--- config.mk ---
export PLATFORM = sky130hd
export DESIGN_NAME = eiw_table
export DESIGN_NICKNAME = d
export VERILOG_FILES = /design/src/eiw_sync.v /design/src/eiw_rate.v /design/src/eiw_table.v
export VERILOG_INCLUDE_DIRS = /design/src
export SDC_FILE = /design/constraint.sdc
export NUM_CORES = 1
export LEC_CHECK = 0
export BUFFER_PORTS_ARGS = -buffer_cell sky130_fd_sc_hd__buf_2
export CAP_MARGIN = 20
export CORE_MARGIN = 8
export CORE_UTILIZATION = 45
export DETAILED_ROUTE_END_ITERATION = 8
export PLACE_DENSITY = 0.72
export SYNTH_ARGS = -nofsm -noshare
export SYNTH_HDL_FRONTEND = slang
export SYNTH_SLANG_ARGS = --single-unit
--- constraint.sdc ---
create_clock -name core_clk -period 6.45 [get_ports core_clk]
set_clock_uncertainty 0.2 [all_clocks]
set_input_delay 0.3225 -clock core_clk [delete_from_list [all_inputs] [get_ports core_clk]]
set_output_delay 0.3225 -clock core_clk [all_outputs]
set_load 0.02 [all_outputs]
--- src/eiw_map.vh ---
// Constants for the encoder input word table: offsets, codes, timing.
// Assumes inclusion by bare name from every design file that needs it.
`ifndef EIW_MAP_VH
`define EIW_MAP_VH

// ----------------------------------------
// Word offsets from the table base
// ----------------------------------------
`define EIW_OFF_ERROR      4'h0
`define EIW_OFF_RATE       4'h1
`define EIW_OFF_GRAY       4'h2
`define EIW_OFF_BINARY     4'h3
`define EIW_OFF_TOTAL_LO   4'h4
`define EIW_OFF_TOTAL_HI   4'h5
`define EIW_OFF_CAPTURE0   4'h6
`define EIW_OFF_CAPTURE1   4'h7
`define EIW_OFF_CAPTURE2   4'h8
`define EIW_OFF_CAPTURE3   4'h9
`define EIW_OFF_TIMER1     4'ha
`define EIW_OFF_TIMER2     4'hb
`define EIW_OFF_COMPARE    4'hc
`define EIW_OFF_LAST       4'he

// ----------------------------------------
// Error codes
// ----------------------------------------
`define EIW_ERR_NONE       16'h0000
`define EIW_ERR_POS_OFFSET 16'h0010
`define EIW_ERR_ON_PRESET  8'h11
`define EIW_ERR_OFF_PRESET 8'h12
`define EIW_ERR_HOME_POS   16'h0015
`define EIW_ERR_PRELOAD    16'h0016
`define EIW_ERR_HOME_FSM   16'h001c
`define EIW_ERR_ABS_INPUT  16'h001d
`define EIW_ERR_QUAD_SEQ   16'h001e

// ----------------------------------------
// Timing
// ----------------------------------------
`define EIW_CLK_PERIOD_NS  4
`define EIW_MS_IN_NS       1000000
`define EIW_TIMEBASE_MS    16'h03e8
`define EIW_SYNC_WARM      2'h3
`define EIW_ZERO16         16'h0000
`define EIW_ZERO32         32'h0000_0000

`endif

--- src/eiw_sync.v ---
// Two-flip-flop synchroniser for a group of pin inputs.
// Assumes each bit is an independent level; no bus coherence is given.
`timescale 1ns/1ps

module eiw_sync #(
  parameter W = 1
) (
  input  wire         core_clk,  // Core clock
  input  wire         resetn,    // Async reset, active low
  input  wire [W-1:0] pin_d,     // Asynchronous pin levels
  output wire [W-1:0] sync_q     // Levels in the core clock domain
);

  reg [W-1:0] meta_q;
  reg [W-1:0] stable_q;

  // ----------------------------------------
  // Synchroniser pair
  // ----------------------------------------
  // First stage is read only by the second.
  always @(posedge core_clk or negedge resetn) begin
    if (!resetn) begin
      meta_q   <= {W{1'b0}};
      stable_q <= {W{1'b0}};
    end else begin
      meta_q   <= pin_d;
      stable_q <= meta_q;
    end
  end

  assign sync_q = stable_q;

endmodule // eiw_sync

--- src/eiw_rate.v ---
// Millisecond tick and counts-per-timebase measurement.
// Assumes cnt_evt is a one-cycle pulse from logic on core_clk.
`timescale 1ns/1ps
`include "eiw_map.vh"

module eiw_rate #(
  parameter CLK_PER_MS = 250000
) (
  input  wire        core_clk,   // Core clock
  input  wire        resetn,     // Async reset, active low
  input  wire        cnt_evt,    // One input count this cycle
  input  wire [15:0] tb_ms,      // Timebase in ms, zero selects default
  output reg         ms_tick_q,  // One-cycle pulse each ms
  output reg  [15:0] rate_q      // Counts in last completed interval
);

  reg [31:0] pre_q;
  reg [15:0] ms_q;
  reg [15:0] acc_q;
  wire [15:0] tb_len = (tb_ms == `EIW_ZERO16) ? `EIW_TIMEBASE_MS : tb_ms;
  wire        pre_end = (pre_q == CLK_PER_MS - 1);
  wire        tb_end  = pre_end && (ms_q == tb_len - 16'h0001);

  // ----------------------------------------
  // Prescaler and interval counter
  // ----------------------------------------
  always @(posedge core_clk or negedge resetn) begin
    if (!resetn) begin
      pre_q     <= `EIW_ZERO32;
      ms_q      <= `EIW_ZERO16;
      acc_q     <= `EIW_ZERO16;
      rate_q    <= `EIW_ZERO16;
      ms_tick_q <= 1'b0;
    end else begin
      pre_q     <= pre_end ? `EIW_ZERO32 : pre_q + 32'h0000_0001;
      ms_tick_q <= pre_end;
      if (tb_end) begin
        ms_q   <= `EIW_ZERO16;
        rate_q <= acc_q + {15'h0000, cnt_evt};
        acc_q  <= `EIW_ZERO16;
      end else begin
        if (pre_end)
          ms_q <= ms_q + 16'h0001;
        acc_q <= acc_q + {15'h0000, cnt_evt};
      end
    end
  end

endmodule // eiw_rate

--- src/eiw_table.v ---
// Encoder input word table: keeps the status and measurement words and
// sends the whole table, one word a cycle, at every sweep.
// Assumes config, error requests and clear commands come from core_clk
// logic; encoder, marker, fault and strobe pins are asynchronous.
`timescale 1ns/1ps
`include "eiw_map.vh"

module eiw_table #(
  parameter CLK_PER_MS = `EIW_MS_IN_NS / `EIW_CLK_PERIOD_NS,
  parameter ENC_W      = 16
) (
  input  wire             core_clk,         // Core clock, 250 MHz
  input  wire             resetn,           // Async reset, active low
  input  wire             sweep_start,      // Pulse: begin table transfer
  input  wire [15:0]      cfg_base_addr,    // Table base word address
  input  wire             quadrature_counter_mode, // 1 quadrature, 0 absolute
  input  wire [15:0]      cfg_timebase_ms,  // Timebase, 0 gives default
  input  wire [ENC_W-1:0] enc_gray_pin,     // Parallel Gray code pins
  input  wire             quad_a_pin,       // Quadrature phase A pin
  input  wire             quad_b_pin,       // Quadrature phase B pin
  input  wire             home_marker_pin,  // Home marker pin
  input  wire             abs_fault_pin,    // Absolute encoder fault pin
  input  wire [3:0]       strobe_pin,       // Strobe pins, inputs 9-12
  input  wire [3:0]       strobe_clear,     // Pulse: re-arm strobe capture
  input  wire             preload_cmd,      // Pulse: load total count
  input  wire [31:0]      preload_value,    // Total count load value
  input  wire             offset_bad,       // Pulse: position offset range
  input  wire             on_preset_bad,    // Pulse: on-preset range
  input  wire             off_preset_bad,   // Pulse: off-preset range
  input  wire [7:0]       preset_num,       // Number of offending preset
  input  wire             home_pos_bad,     // Pulse: home position range
  input  wire             preload_pos_bad,  // Pulse: preload position range
  input  wire             home_fsm_bad,     // Pulse: homing FSM invalid
  input  wire             error_clear,      // Pulse: controller clears error
  input  wire [15:0]      compare_states,   // Comparators 17-32 on/off
  output reg              word_valid_q,     // Word on the output this cycle
  output reg  [15:0]      word_addr_q,      // Word address, base plus offset
  output reg  [15:0]      word_data_q,      // Word contents
  output reg              sweep_busy_q,     // Transfer in progress
  output reg              error_flag_q      // Error pending
);

  // ----------------------------------------
  // Helpers
  // ----------------------------------------
  function [ENC_W-1:0] gray_to_bin;
    input [ENC_W-1:0] g;
    integer i;
    begin
      gray_to_bin[ENC_W-1] = g[ENC_W-1];
      for (i = ENC_W - 2; i >= 0; i = i - 1) begin
        gray_to_bin[i] = gray_to_bin[i+1] ^ g[i];
      end
    end
  endfunction

  function [15:0] word_at;
    input [15:0] base;
    input [3:0]  off;
    begin
      word_at = base + {12'h000, off};
    end
  endfunction

  // ----------------------------------------
  // Pin synchronisers
  // ----------------------------------------
  wire [ENC_W-1:0] gray_s;
  wire [7:0]       misc_s;

  eiw_sync #(.W(ENC_W)) u_sync_gray (
    .core_clk (core_clk),
    .resetn   (resetn),
    .pin_d    (enc_gray_pin),
    .sync_q   (gray_s)
  );

  eiw_sync #(.W(8)) u_sync_misc (
    .core_clk (core_clk),
    .resetn   (resetn),
    .pin_d    ({strobe_pin, abs_fault_pin, home_marker_pin, quad_b_pin, quad_a_pin}),
    .sync_q   (misc_s)
  );

  wire       a_s      = misc_s[0];
  wire       b_s      = misc_s[1];
  wire       marker_s = misc_s[2];
  wire       fault_s  = misc_s[3];
  wire [3:0] strobe_s = misc_s[7:4];

  // ----------------------------------------
  // Edge history
  // ----------------------------------------
  reg        a_q;
  reg        b_q;
  reg        marker_q;
  reg [3:0]  strobe_q;
  reg [15:0] bin_prev_q;
  reg [1:0]  warm_q;
  wire [15:0] abs_bin;
  assign abs_bin = gray_to_bin(gray_s);
  // No edges until the synchronisers hold real pin levels: a pin
  // already high at reset must not look like an edge or a fault
  wire       live = (warm_q == `EIW_SYNC_WARM);

  always @(posedge core_clk or negedge resetn) begin
    if (!resetn) begin
      warm_q     <= 2'h0;
      a_q        <= 1'b0;
      b_q        <= 1'b0;
      marker_q   <= 1'b0;
      strobe_q   <= 4'h0;
      bin_prev_q <= `EIW_ZERO16;
    end else begin
      if (!live)
        warm_q <= warm_q + 2'h1;
      a_q        <= a_s;
      b_q        <= b_s;
      marker_q   <= marker_s;
      strobe_q   <= strobe_s;
      bin_prev_q <= abs_bin;
    end
  end

  // Quadrature decode: one change is a count, both at once is a fault
  wire a_chg     = live && (a_s ^ a_q);
  wire b_chg     = live && (b_s ^ b_q);
  wire quad_step = quadrature_counter_mode && (a_chg ^ b_chg);
  wire quad_up   = a_q ^ b_s;
  wire quad_err  = quadrature_counter_mode && a_chg && b_chg;
  wire home_hit  = live && quadrature_counter_mode && marker_s && !marker_q;
  wire abs_step  = live && !quadrature_counter_mode && (abs_bin != bin_prev_q);
  wire abs_err   = !quadrature_counter_mode && fault_s;
  wire cnt_evt   = quad_step || abs_step;
  wire [3:0] strobe_rise = strobe_s & ~strobe_q & {4{live}};

  // ----------------------------------------
  // Input counter and total count
  // ----------------------------------------
  reg [15:0] quad_cnt_q;
  reg [31:0] total_q;
  wire [31:0] abs_delta = {{16{1'b0}}, abs_bin} - {{16{1'b0}}, bin_prev_q};

  always @(posedge core_clk or negedge resetn) begin
    if (!resetn) begin
      quad_cnt_q <= `EIW_ZERO16;
      total_q    <= `EIW_ZERO32;
    end else begin
      if (home_hit)
        quad_cnt_q <= `EIW_ZERO16;
      else if (quad_step)
        quad_cnt_q <= quad_up ? quad_cnt_q + 16'h0001 : quad_cnt_q - 16'h0001;
      // Command preload wins over counting in the same cycle
      if (preload_cmd)
        total_q <= preload_value;
      else if (home_hit)
        total_q <= `EIW_ZERO32;
      else if (quad_step)
        total_q <= quad_up ? total_q + 32'h0000_0001 : total_q - 32'h0000_0001;
      else if (abs_step)
        total_q <= {{16{abs_delta[15]}}, abs_delta[15:0]} + total_q;
    end
  end

  // Gray word only means something in absolute mode
  wire [15:0] gray_word = quadrature_counter_mode ? `EIW_ZERO16 : gray_s;
  wire [15:0] bin_word  = quadrature_counter_mode ? quad_cnt_q : abs_bin;

  // ----------------------------------------
  // Counts per timebase
  // ----------------------------------------
  wire        ms_tick;
  wire [15:0] rate_word;

  eiw_rate #(.CLK_PER_MS(CLK_PER_MS)) u_rate (
    .core_clk  (core_clk),
    .resetn    (resetn),
    .cnt_evt   (cnt_evt),
    .tb_ms     (cfg_timebase_ms),
    .ms_tick_q (ms_tick),
    .rate_q    (rate_word)
  );

  // ----------------------------------------
  // Strobe captures and start/stop timers
  // ----------------------------------------
  reg [15:0] cap_q [0:3];
  reg [3:0]  cap_lock_q;
  reg [15:0] run1_q;
  reg [15:0] run2_q;
  reg [15:0] timer1_q;
  reg [15:0] timer2_q;
  integer k;

  // Capture locks until cleared; a strobe in the clear cycle is kept
  always @(posedge core_clk or negedge resetn) begin
    if (!resetn) begin
      for (k = 0; k < 4; k = k + 1) begin
        cap_q[k] <= `EIW_ZERO16;
      end
      cap_lock_q <= 4'h0;
    end else begin
      for (k = 0; k < 4; k = k + 1) begin
        if (strobe_rise[k] && (!cap_lock_q[k] || strobe_clear[k])) begin
          cap_q[k]      <= bin_word;
          cap_lock_q[k] <= 1'b1;
        end else if (strobe_clear[k]) begin
          cap_lock_q[k] <= 1'b0;
        end
      end
    end
  end

  // Time in ms between successive rising edges of input 10, and of input 12
  always @(posedge core_clk or negedge resetn) begin
    if (!resetn) begin
      run1_q   <= `EIW_ZERO16;
      run2_q   <= `EIW_ZERO16;
      timer1_q <= `EIW_ZERO16;
      timer2_q <= `EIW_ZERO16;
    end else begin
      if (strobe_rise[1]) begin
        timer1_q <= run1_q;
        run1_q   <= `EIW_ZERO16;
      end else if (ms_tick && run1_q != 16'hffff) begin
        run1_q <= run1_q + 16'h0001;
      end
      if (strobe_rise[3]) begin
        timer2_q <= run2_q;
        run2_q   <= `EIW_ZERO16;
      end else if (ms_tick && run2_q != 16'hffff) begin
        run2_q <= run2_q + 16'h0001;
      end
    end
  end

  // ----------------------------------------
  // First-error latch
  // ----------------------------------------
  reg [15:0] err_code_q;
  reg [15:0] new_code;
  reg        new_err;

  // Fixed priority among errors raised in the same cycle
  always @* begin
    new_err  = 1'b1;
    new_code = `EIW_ERR_NONE;
    if (offset_bad && !quadrature_counter_mode)
      new_code = `EIW_ERR_POS_OFFSET;
    else if (on_preset_bad)
      new_code = {preset_num, `EIW_ERR_ON_PRESET};
    else if (off_preset_bad)
      new_code = {preset_num, `EIW_ERR_OFF_PRESET};
    else if (home_pos_bad && quadrature_counter_mode)
      new_code = `EIW_ERR_HOME_POS;
    else if (preload_pos_bad && quadrature_counter_mode)
      new_code = `EIW_ERR_PRELOAD;
    else if (quad_err)
      new_code = `EIW_ERR_QUAD_SEQ;
    else if (home_fsm_bad && quadrature_counter_mode)
      new_code = `EIW_ERR_HOME_FSM;
    else if (abs_err)
      new_code = `EIW_ERR_ABS_INPUT;
    else
      new_err = 1'b0;
  end

  // Later errors are held off while one is pending; set beats clear
  always @(posedge core_clk or negedge resetn) begin
    if (!resetn) begin
      err_code_q   <= `EIW_ERR_NONE;
      error_flag_q <= 1'b0;
    end else begin
      if (new_err && (!error_flag_q || error_clear)) begin
        err_code_q   <= new_code;
        error_flag_q <= 1'b1;
      end else if (error_clear) begin
        err_code_q   <= `EIW_ERR_NONE;
        error_flag_q <= 1'b0;
      end
    end
  end

  // ----------------------------------------
  // Sweep transfer
  // ----------------------------------------
  reg [3:0]  off_q;
  reg [15:0] total_hi_q;
  reg [15:0] word_mux;

  always @* begin
    case (off_q)
      `EIW_OFF_ERROR:    word_mux = err_code_q;
      `EIW_OFF_RATE:     word_mux = rate_word;
      `EIW_OFF_GRAY:     word_mux = gray_word;
      `EIW_OFF_BINARY:   word_mux = bin_word;
      `EIW_OFF_TOTAL_LO: word_mux = total_q[15:0];
      `EIW_OFF_TOTAL_HI: word_mux = total_hi_q;
      `EIW_OFF_CAPTURE0: word_mux = cap_q[0];
      `EIW_OFF_CAPTURE1: word_mux = cap_q[1];
      `EIW_OFF_CAPTURE2: word_mux = cap_q[2];
      `EIW_OFF_CAPTURE3: word_mux = cap_q[3];
      `EIW_OFF_TIMER1:   word_mux = timer1_q;
      `EIW_OFF_TIMER2:   word_mux = timer2_q;
      `EIW_OFF_COMPARE:  word_mux = compare_states;
      default:           word_mux = `EIW_ZERO16;
    endcase
  end

  // High half is taken with the low half so the pair stays coherent
  always @(posedge core_clk or negedge resetn) begin
    if (!resetn) begin
      off_q        <= 4'h0;
      total_hi_q   <= `EIW_ZERO16;
      sweep_busy_q <= 1'b0;
      word_valid_q <= 1'b0;
      word_addr_q  <= `EIW_ZERO16;
      word_data_q  <= `EIW_ZERO16;
    end else begin
      word_valid_q <= sweep_busy_q;
      word_addr_q  <= word_at(cfg_base_addr, off_q);
      word_data_q  <= word_mux;
      if (sweep_busy_q && off_q == `EIW_OFF_TOTAL_LO)
        total_hi_q <= total_q[31:16];
      if (!sweep_busy_q) begin
        off_q <= 4'h0;
        if (sweep_start)
          sweep_busy_q <= 1'b1;
      end else if (off_q == `EIW_OFF_LAST) begin
        sweep_busy_q <= 1'b0;
        off_q        <= 4'h0;
      end else begin
        off_q <= off_q + 4'h1;
      end
    end
  end

endmodule // eiw_table

After elaboration in Yosys (flattened, before gate mapping)
Index checks and enable logic that the tools add are counted.
- output and inout bits: 35
- memory bits (writable): 0
- memories kept: 0
- register bits: 405
- bits in latches: 0
- word-level logic and storage cells: 195
- ROM bits: 0
- equality and inequality tests: 19
- $mul: 0
- $add $sub $neg: 15
- shift-type cells: 0
- order comparisons: 0
- muxes and demuxes: 53
- reductions and logical operators: 49
- bitwise operators: 22
- divide/modulo/power cells: 0
- operators with widths (kind ; number):
    2-to-1 mux 16 bit ; 18
    case mux 16 bit (13 select lines) ; 1
    2-to-1 mux 32 bit ; 6
    adder 16 x 1 -> 16 bit, second input constant ; 4
    adder 32 x 1 -> 32 bit, second input constant ; 2
    adder 32 bit ; 1
    equality test 32 x 18 -> 1 bit, second input constant ; 1
    != test 16 bit, second input constant ; 2
    subtractor 16 x 1 -> 16 bit, second input constant ; 2
    subtractor 32 x 1 -> 32 bit, second input constant ; 1
    2-to-1 mux 5 bit ; 5
    equality test 4 bit, second input constant ; 6
    logical AND 1 bit ; 24
    2-to-1 mux 1 bit ; 21
    bitwise XOR 1 bit ; 19
    nonzero test 2 bit ; 9
    adder 16 x 1 -> 16 bit ; 1
    adder 16 x 4 -> 16 bit ; 1
    equality test 16 bit ; 1
    equality test 4 x 3 -> 1 bit, second input constant ; 4
    logical NOT 16 bit ; 1
    != test 16 bit ; 1
    subtractor 16 bit ; 1
    bitwise AND 4 bit ; 2
    11 further kinds ; 24

Depth between registers and ports, before layout
- word-level depth: 21
- gate-level depth with buffers: 31
- gate-level depth less buffers: 30

By module
A second synthesis with hierarchy kept.
- cell total of the unflattened synthesis: 2125
- area total of the unflattened synthesis: 20723.6 µm²
- modules (own cells, without submodules) (module ; times used ; area each (µm²) ; cells an instance):
    eiw_table ; 1 ; 15115.7 ; 1618
    eiw_rate ; 1 ; 4406.7 ; 459
    eiw_sync (u_sync_gray) ; 1 ; 800.8 ; 32
    eiw_sync (u_sync_misc) ; 1 ; 400.4 ; 16

Worst setup path after synthesis
No wires, ideal clock.
- path kind: register -> register
- start: register u_sync_gray.stable_q[15] (netlist: u_sync_gray.sync_q[15])
- end: register total_q[31]
- stages on the path, launching flop included: 32
- buffers on the path: 1
- slack: -0.693 ns
- library setup time: 0.094 ns
- arrival time: 6.849 ns
- path through: dfrtp_1 -> buf_2 -> xnor3_2 -> xor2_2 -> xor2_2 -> xnor2_2 -> xnor2_2 -> xnor2_2 -> xnor2_2 -> inv_1 -> ha_1 -> inv_1 -> fa_1 -> a21o_1 -> a21oi_1 -> o21bai_1 -> a21oi_1 -> o21ai_0 -> a2111oi_0 -> nor2_1 -> xnor2_1 -> a21oi_1 -> ha_1 -> and2_0 -> and3_1 -> a21oi_1 -> a21boi_0 -> a2111oi_0 -> a211oi_1 -> o21ba_2 -> or2_0 -> a211oi_1
- longest elaborated chain between the ends: 21
- elaborated cells on any way between the ends: 24
- those cells by class: add/sub (2); eq/ne (1); mux (4); bitwise (15); reduce/logical (2)
- ends and longest elaborated chain (what ; line ; RTL):
    start, declared ; eiw_sync.v:15 ; reg [W-1:0] stable_q;
    start signal, assigned ; eiw_sync.v:24 ; stable_q <= {W{1'b0}};
    start signal, assigned ; eiw_sync.v:27 ; stable_q <= meta_q;
    bitwise XOR 1 bit * (5 in a row) ; eiw_table.v:52 ; gray_to_bin[i] = gray_to_bin[i+1] ^ g[i];
    via abs_bin[10] ; eiw_table.v:100 ; wire [15:0] abs_bin;
    bitwise XOR 1 bit * ; eiw_table.v:52 ;
    via abs_bin[9] ; eiw_table.v:100 ;
    bitwise XOR 1 bit * (7 in a row) ; eiw_table.v:52 ;
    via abs_bin[2] ; eiw_table.v:100 ;
    bitwise XOR 1 bit * (2 in a row) ; eiw_table.v:52 ;
    via abs_bin[0] ; eiw_table.v:100 ;
    subtractor 16 bit ; eiw_table.v:142 ; wire [31:0] abs_delta = {{16{1'b0}}, abs_bin} - {{16{1'b0}}, bin_prev_q};
    adder 32 bit ; eiw_table.v:161 ; total_q <= {{16{abs_delta[15]}}, abs_delta[15:0]} + total_q;
    2-to-1 mux 32 bit ; eiw_table.v:160 ; else if (abs_step)
    2-to-1 mux 32 bit ; eiw_table.v:158 ; else if (quad_step)
    2-to-1 mux 32 bit ; eiw_table.v:156 ; else if (home_hit)
    2-to-1 mux 32 bit ; eiw_table.v:154 ; if (preload_cmd)
    end signal, assigned ; eiw_table.v:155 ; total_q <= preload_value;
    end signal, assigned ; eiw_table.v:157 ; total_q <= `EIW_ZERO32;
    end signal, assigned ; eiw_table.v:159 ; total_q <= quad_up ? total_q + 32'h0000_0001 : total_q - 32'h0000_0001;
    end, declared ; eiw_table.v:141 ; reg [31:0] total_q;
The timed path passes the listed nets; every way through them passes the cells marked *. The select of a mux whose other input is x is not followed.
A chain may end at the register's enable or synchronous reset.

Worst setup path after layout
- start: register u_sync_gray.stable_q[13] (netlist: u_sync_gray.sync_q[13])
- end: register total_q[31]
- longest elaborated chain between the ends: 20
- elaborated cells on any way between the ends: 23
- those cells by class: add/sub (2); eq/ne (1); mux (4); bitwise (14); reduce/logical (2)
- ends and longest elaborated chain (what ; line):
    bitwise XOR 1 bit * (4 in a row) ; eiw_table.v:52
    via abs_bin[10] ; eiw_table.v:100
    bitwise XOR 1 bit * ; eiw_table.v:52
    via abs_bin[9] ; eiw_table.v:100
    bitwise XOR 1 bit * (7 in a row) ; eiw_table.v:52
    via abs_bin[2] ; eiw_table.v:100
    bitwise XOR 1 bit * (2 in a row) ; eiw_table.v:52
    via abs_bin[0] ; eiw_table.v:100
    subtractor 16 bit ; eiw_table.v:142
    adder 32 bit ; eiw_table.v:161
    2-to-1 mux 32 bit ; eiw_table.v:160
    2-to-1 mux 32 bit ; eiw_table.v:158
    2-to-1 mux 32 bit ; eiw_table.v:156
    2-to-1 mux 32 bit ; eiw_table.v:154
Marked as above.

==> results_dict.tcl <==
set metrics [dict create \
    die_y_um 231 \
    setup_tns_ns -0.104 \
    synth_top_family_by_area "simple AND/OR/NAND/NOR gates" \
    cts.sink_count 402 \
    synth_fa_ha_area_share_pct 5.03 \
    synth_area_leaders "dfrtp_1 (48%), nand2_1 (5.9%), ha_1 (4.6%)" \
    hpwl_mm 44.7 \
    cp-start-kind "flip-flop" \
    wl_per_cell_um 20.8 \
    max_slew_margin_pct 21.1 \
    pwr-share-seq_pct 30.2 \
    p_sw_mw 4.71 \
    numPortBuffers 162 \
    peakVddDrop_v 0.000304 \
    netSwitchingFraction_pct 40.2 \
    synth_compound_area_share_pct 15.3 \
    slew_viol_final 0 \
    nNetsFinal 2646 \
    cts_buffers 43 \
    min_path_type "in -> async" \
    finalCritPeriodShare_pct 101 \
    critPathArrivalTime_ns 6.80 \
    vias_per_cell 5.77 \
    synth_top_area_cell "dfrtp_1" \
    critPathCaptureType "flip-flop" \
    gp_congestion 0.953 \
    ys.flop_type "dfrtp_1" \
    die_w_um 231 \
    synth_area_um2 20700 \
    crit_fanout 4 \
    r2r_slack_ns -0.06 \
    grt_pass1_vias 17900 \
    violations "negative setup slack" \
    clk_latency_ns 0.59 \
    ys_seq_area_share_pct 48.5 \
    grt_max_degree 196 \
    synthTopCellsByCount "dfrtp_1 (402), nand2_1 (327), nor2_1 (178), o21ai_0 (127), xnor2_1 (106)" \
    postSynthAreaPerCell_um2 9.78 \
    ios 163 \
    synth.top_cell.area_share_pct 48.5 \
    grt_usage_pct 23.6 \
    synth_xor_area_share_pct 8.46 \
    cts_tree "done" \
    cp_num_buf_inv 3 \
    area_delta_synth_final_pct 23.2 \
    power_frac_comb_pct 47.5 \
    cp_common_cell "xnor2_2" \
    core_um2 45500 \
    critPathKind "reg -> reg" \
    yosysMostFrequentCell "dfrtp_1" \
    ys_warn_count 0 \
    antenna_found_initial 5 \
    drt_wl_total_mm 64.0 \
    route.detailed.drc 0 \
    max_freq_mhz 153 \
    setup_viol 2 \
    ys_ff_latch 402 \
    p_leak_nw 11.8 \
    synthArstFlopShare_pct 100 \
    rsz0062_at_grt "true" \
    cap_violations 0 \
    drt_iter0_markers 1788 \
    timing.final.ws_setup_ns -0.0650 \
    rows 78 \
    nFillCells 3888 \
    slowest_delay_ns 0.49 \
    start_util_pct 45.6 \
    clockBufferDepth 3 \
    grt_overflow_total 0 \
    post-route-util_pct 56.2 \
    period_minus_slack_ns 6.51 \
    hold_viol 0 \
    die-area_um2 53200 \
    num_vias 17700 \
    status "finished, violations left" \
    synth_nets 2331 \
    ant_nets 0 \
    tightest_slew_ns 1.18 \
    power_per_cell_area_nw_per_um2 458 \
    internal_power_mw 7.00 \
    drt_pass1_iterations 7 \
    clkTransAtPathRegs_ns 0.07 \
    synth_cell_type_count 82 \
    synth-simple-area-share_pct 17.1 \
    netlist_instances 2122 \
    p_clk_share_pct 22.2 \
    synth_edf_count 0 \
    worstPathRequired_ns 6.73 \
    cts_root_buf "clkbuf_16" \
    crit_family "compound AO/OA/AOI/OAI gates" \
    htreeDepth 2 \
    cpMaxStageDelayCell "xnor3_2" \
    grt_pass1_wl_mm 101 \
    place_ws_ns -0.0758 \
    muxShareOfSynthArea_pct 2.84 \
    drive_above_1_share_pct 16.8 \
]
[state kept, by name (all words and copies together), names as in the netlist, 13 cells and up]
register,count
total_q,32
u_rate.acc_q,16
word_data_q,16
run2_q,16
timer2_q,16
total_hi_q,16
u_sync_gray.sync_q,16
u_rate.pre_q,32
quad_cnt_q,16
u_sync_gray.meta_q,16
bin_prev_q,16
u_rate.rate_q,16
timer1_q,16
u_rate.ms_q,16
word_addr_q,16
cap_q,64
err_code_q,13
run1_q,16
[final cells by class]
cell class                      count  area [µm²]  share of cell area (%)
Timing Repair Buffer              347        2580                    10.1
Inverter                           70         263                    1.03
Clock inverter                     15         201                   0.788
Antenna cell                        1        2.50                 0.00979
Sequential cell                   402       10100                    39.4
Tap cell                          600         751                    2.94
Multi-Input combinational cell   1573       10400                    40.7
Clock buffer                       64        1290                    5.03
[cells by family (layout without fill, tap and decap cells)]
| group | after synthesis | in the layout |
|---|---|---|
| AOI/OAI and AO/OA | 470 | 470 |
| xor gates and xnor gates | 192 | 192 |
| adders and majority gates | 81 | 81 |
| buffers and inverters | 147 | 496 |
| DFF | 402 | 402 |
| muxes | 55 | 55 |
| other | 0 | 1 |
| and+or+nand+nor | 775 | 775 |
[power by group through the flow]
stage | sequential (mW) | clock, mW | combinational [mW]
6_report | 3.54 | 2.60 | 5.56
5_1_grt | 3.58 | 2.75 | 6.07
4_1_cts | 3.52 | 2.64 | 5.17
3_5_place_dp | 3.56 | 0 | 5.03
3_3_place_gp | 3.54 | 0 | 4.96
2_1_floorplan | 3.40 | 0 | 3.52
[metal layers]
metal,vias up,share of wire (%),track usage [%]
met3,163,7.4,4.55
met4,4,4.5,10.0
met5,-,0.036,0
li1,8120,-,-
met2,709,47,38.4
met1,8737,41,30.7
[placed cells by master (no fill, tap or decap), types with 13 or more instances in the layout]
master,instances
o21ai_0,115
nor2b_1,20
nand4_1,31
mux2i_1,30
a211oi_1,19
nor2_1,176
nand2_1,326
dlygate4sd3_1,110
buf_4,66
a222oi_1,14
nand3_1,73
and3_1,21
buf_2,161
xnor2_1,104
dfrtp_1,402
nor3_1,27
ha_1,74
inv_1,69
a21o_1,23
o21ai_1,13
xor2_1,77
a22o_1,27
a22oi_1,47
nand2b_1,20
mux2_2,23
clkbuf_16,44
o21a_1,15
a21oi_1,74
[timing repair]
action | CTS | global route
endpoints found under the setup margin | 3 | 16
hold buffers | 110 | 0
hold endpoints to repair | 144 | 0
pin swaps | 5 | 30
buffers inserted | 3 | 6
gates resized for setup | 8 | 56
[through the flow]
| step | power (mW) | cell area (µm²) | hold WS, ns | instances |
|---|---|---|---|---|
| final | 11.7 | 25500 | 0.0351 | 3072 |
| after global routing | 12.4 | 25500 | 0.0624 | 3071 |
| after CTS | 11.3 | 25200 | 0.00939 | 3061 |
| after detailed placement | 8.59 | 22600 | 0.0625 | 2869 |
| after global placement | 8.51 | 22600 | 0.0543 | 2868 |
| after floorplan | 6.91 | 20800 | -0.173 | 2122 |
[path summary, 6_finish.rpt]
path / from / endpoint / cells past startpoint
setup reg to reg: u_sync_gray.sync_q[13]$_DFF_PN0_ / total_q[31]$_DFFE_PN0P_ / 31
hold / removal: resetn / u_sync_gray.meta_q[9]$_DFF_PN0_ / 2
min in group core_clk: quadrature_counter_mode / quad_cnt_q[6]$_DFFE_PN0P_ / 4
hold reg to reg: u_sync_gray.meta_q[0]$_DFF_PN0_ / u_sync_gray.sync_q[0]$_DFF_PN0_ / 0
setup / recovery: u_sync_gray.sync_q[13]$_DFF_PN0_ / total_q[31]$_DFFE_PN0P_ / 31
max in group asynchronous: resetn / timer1_q[15]$_DFFE_PN0P_ / 3
Power figures use the tool's default switching activity.
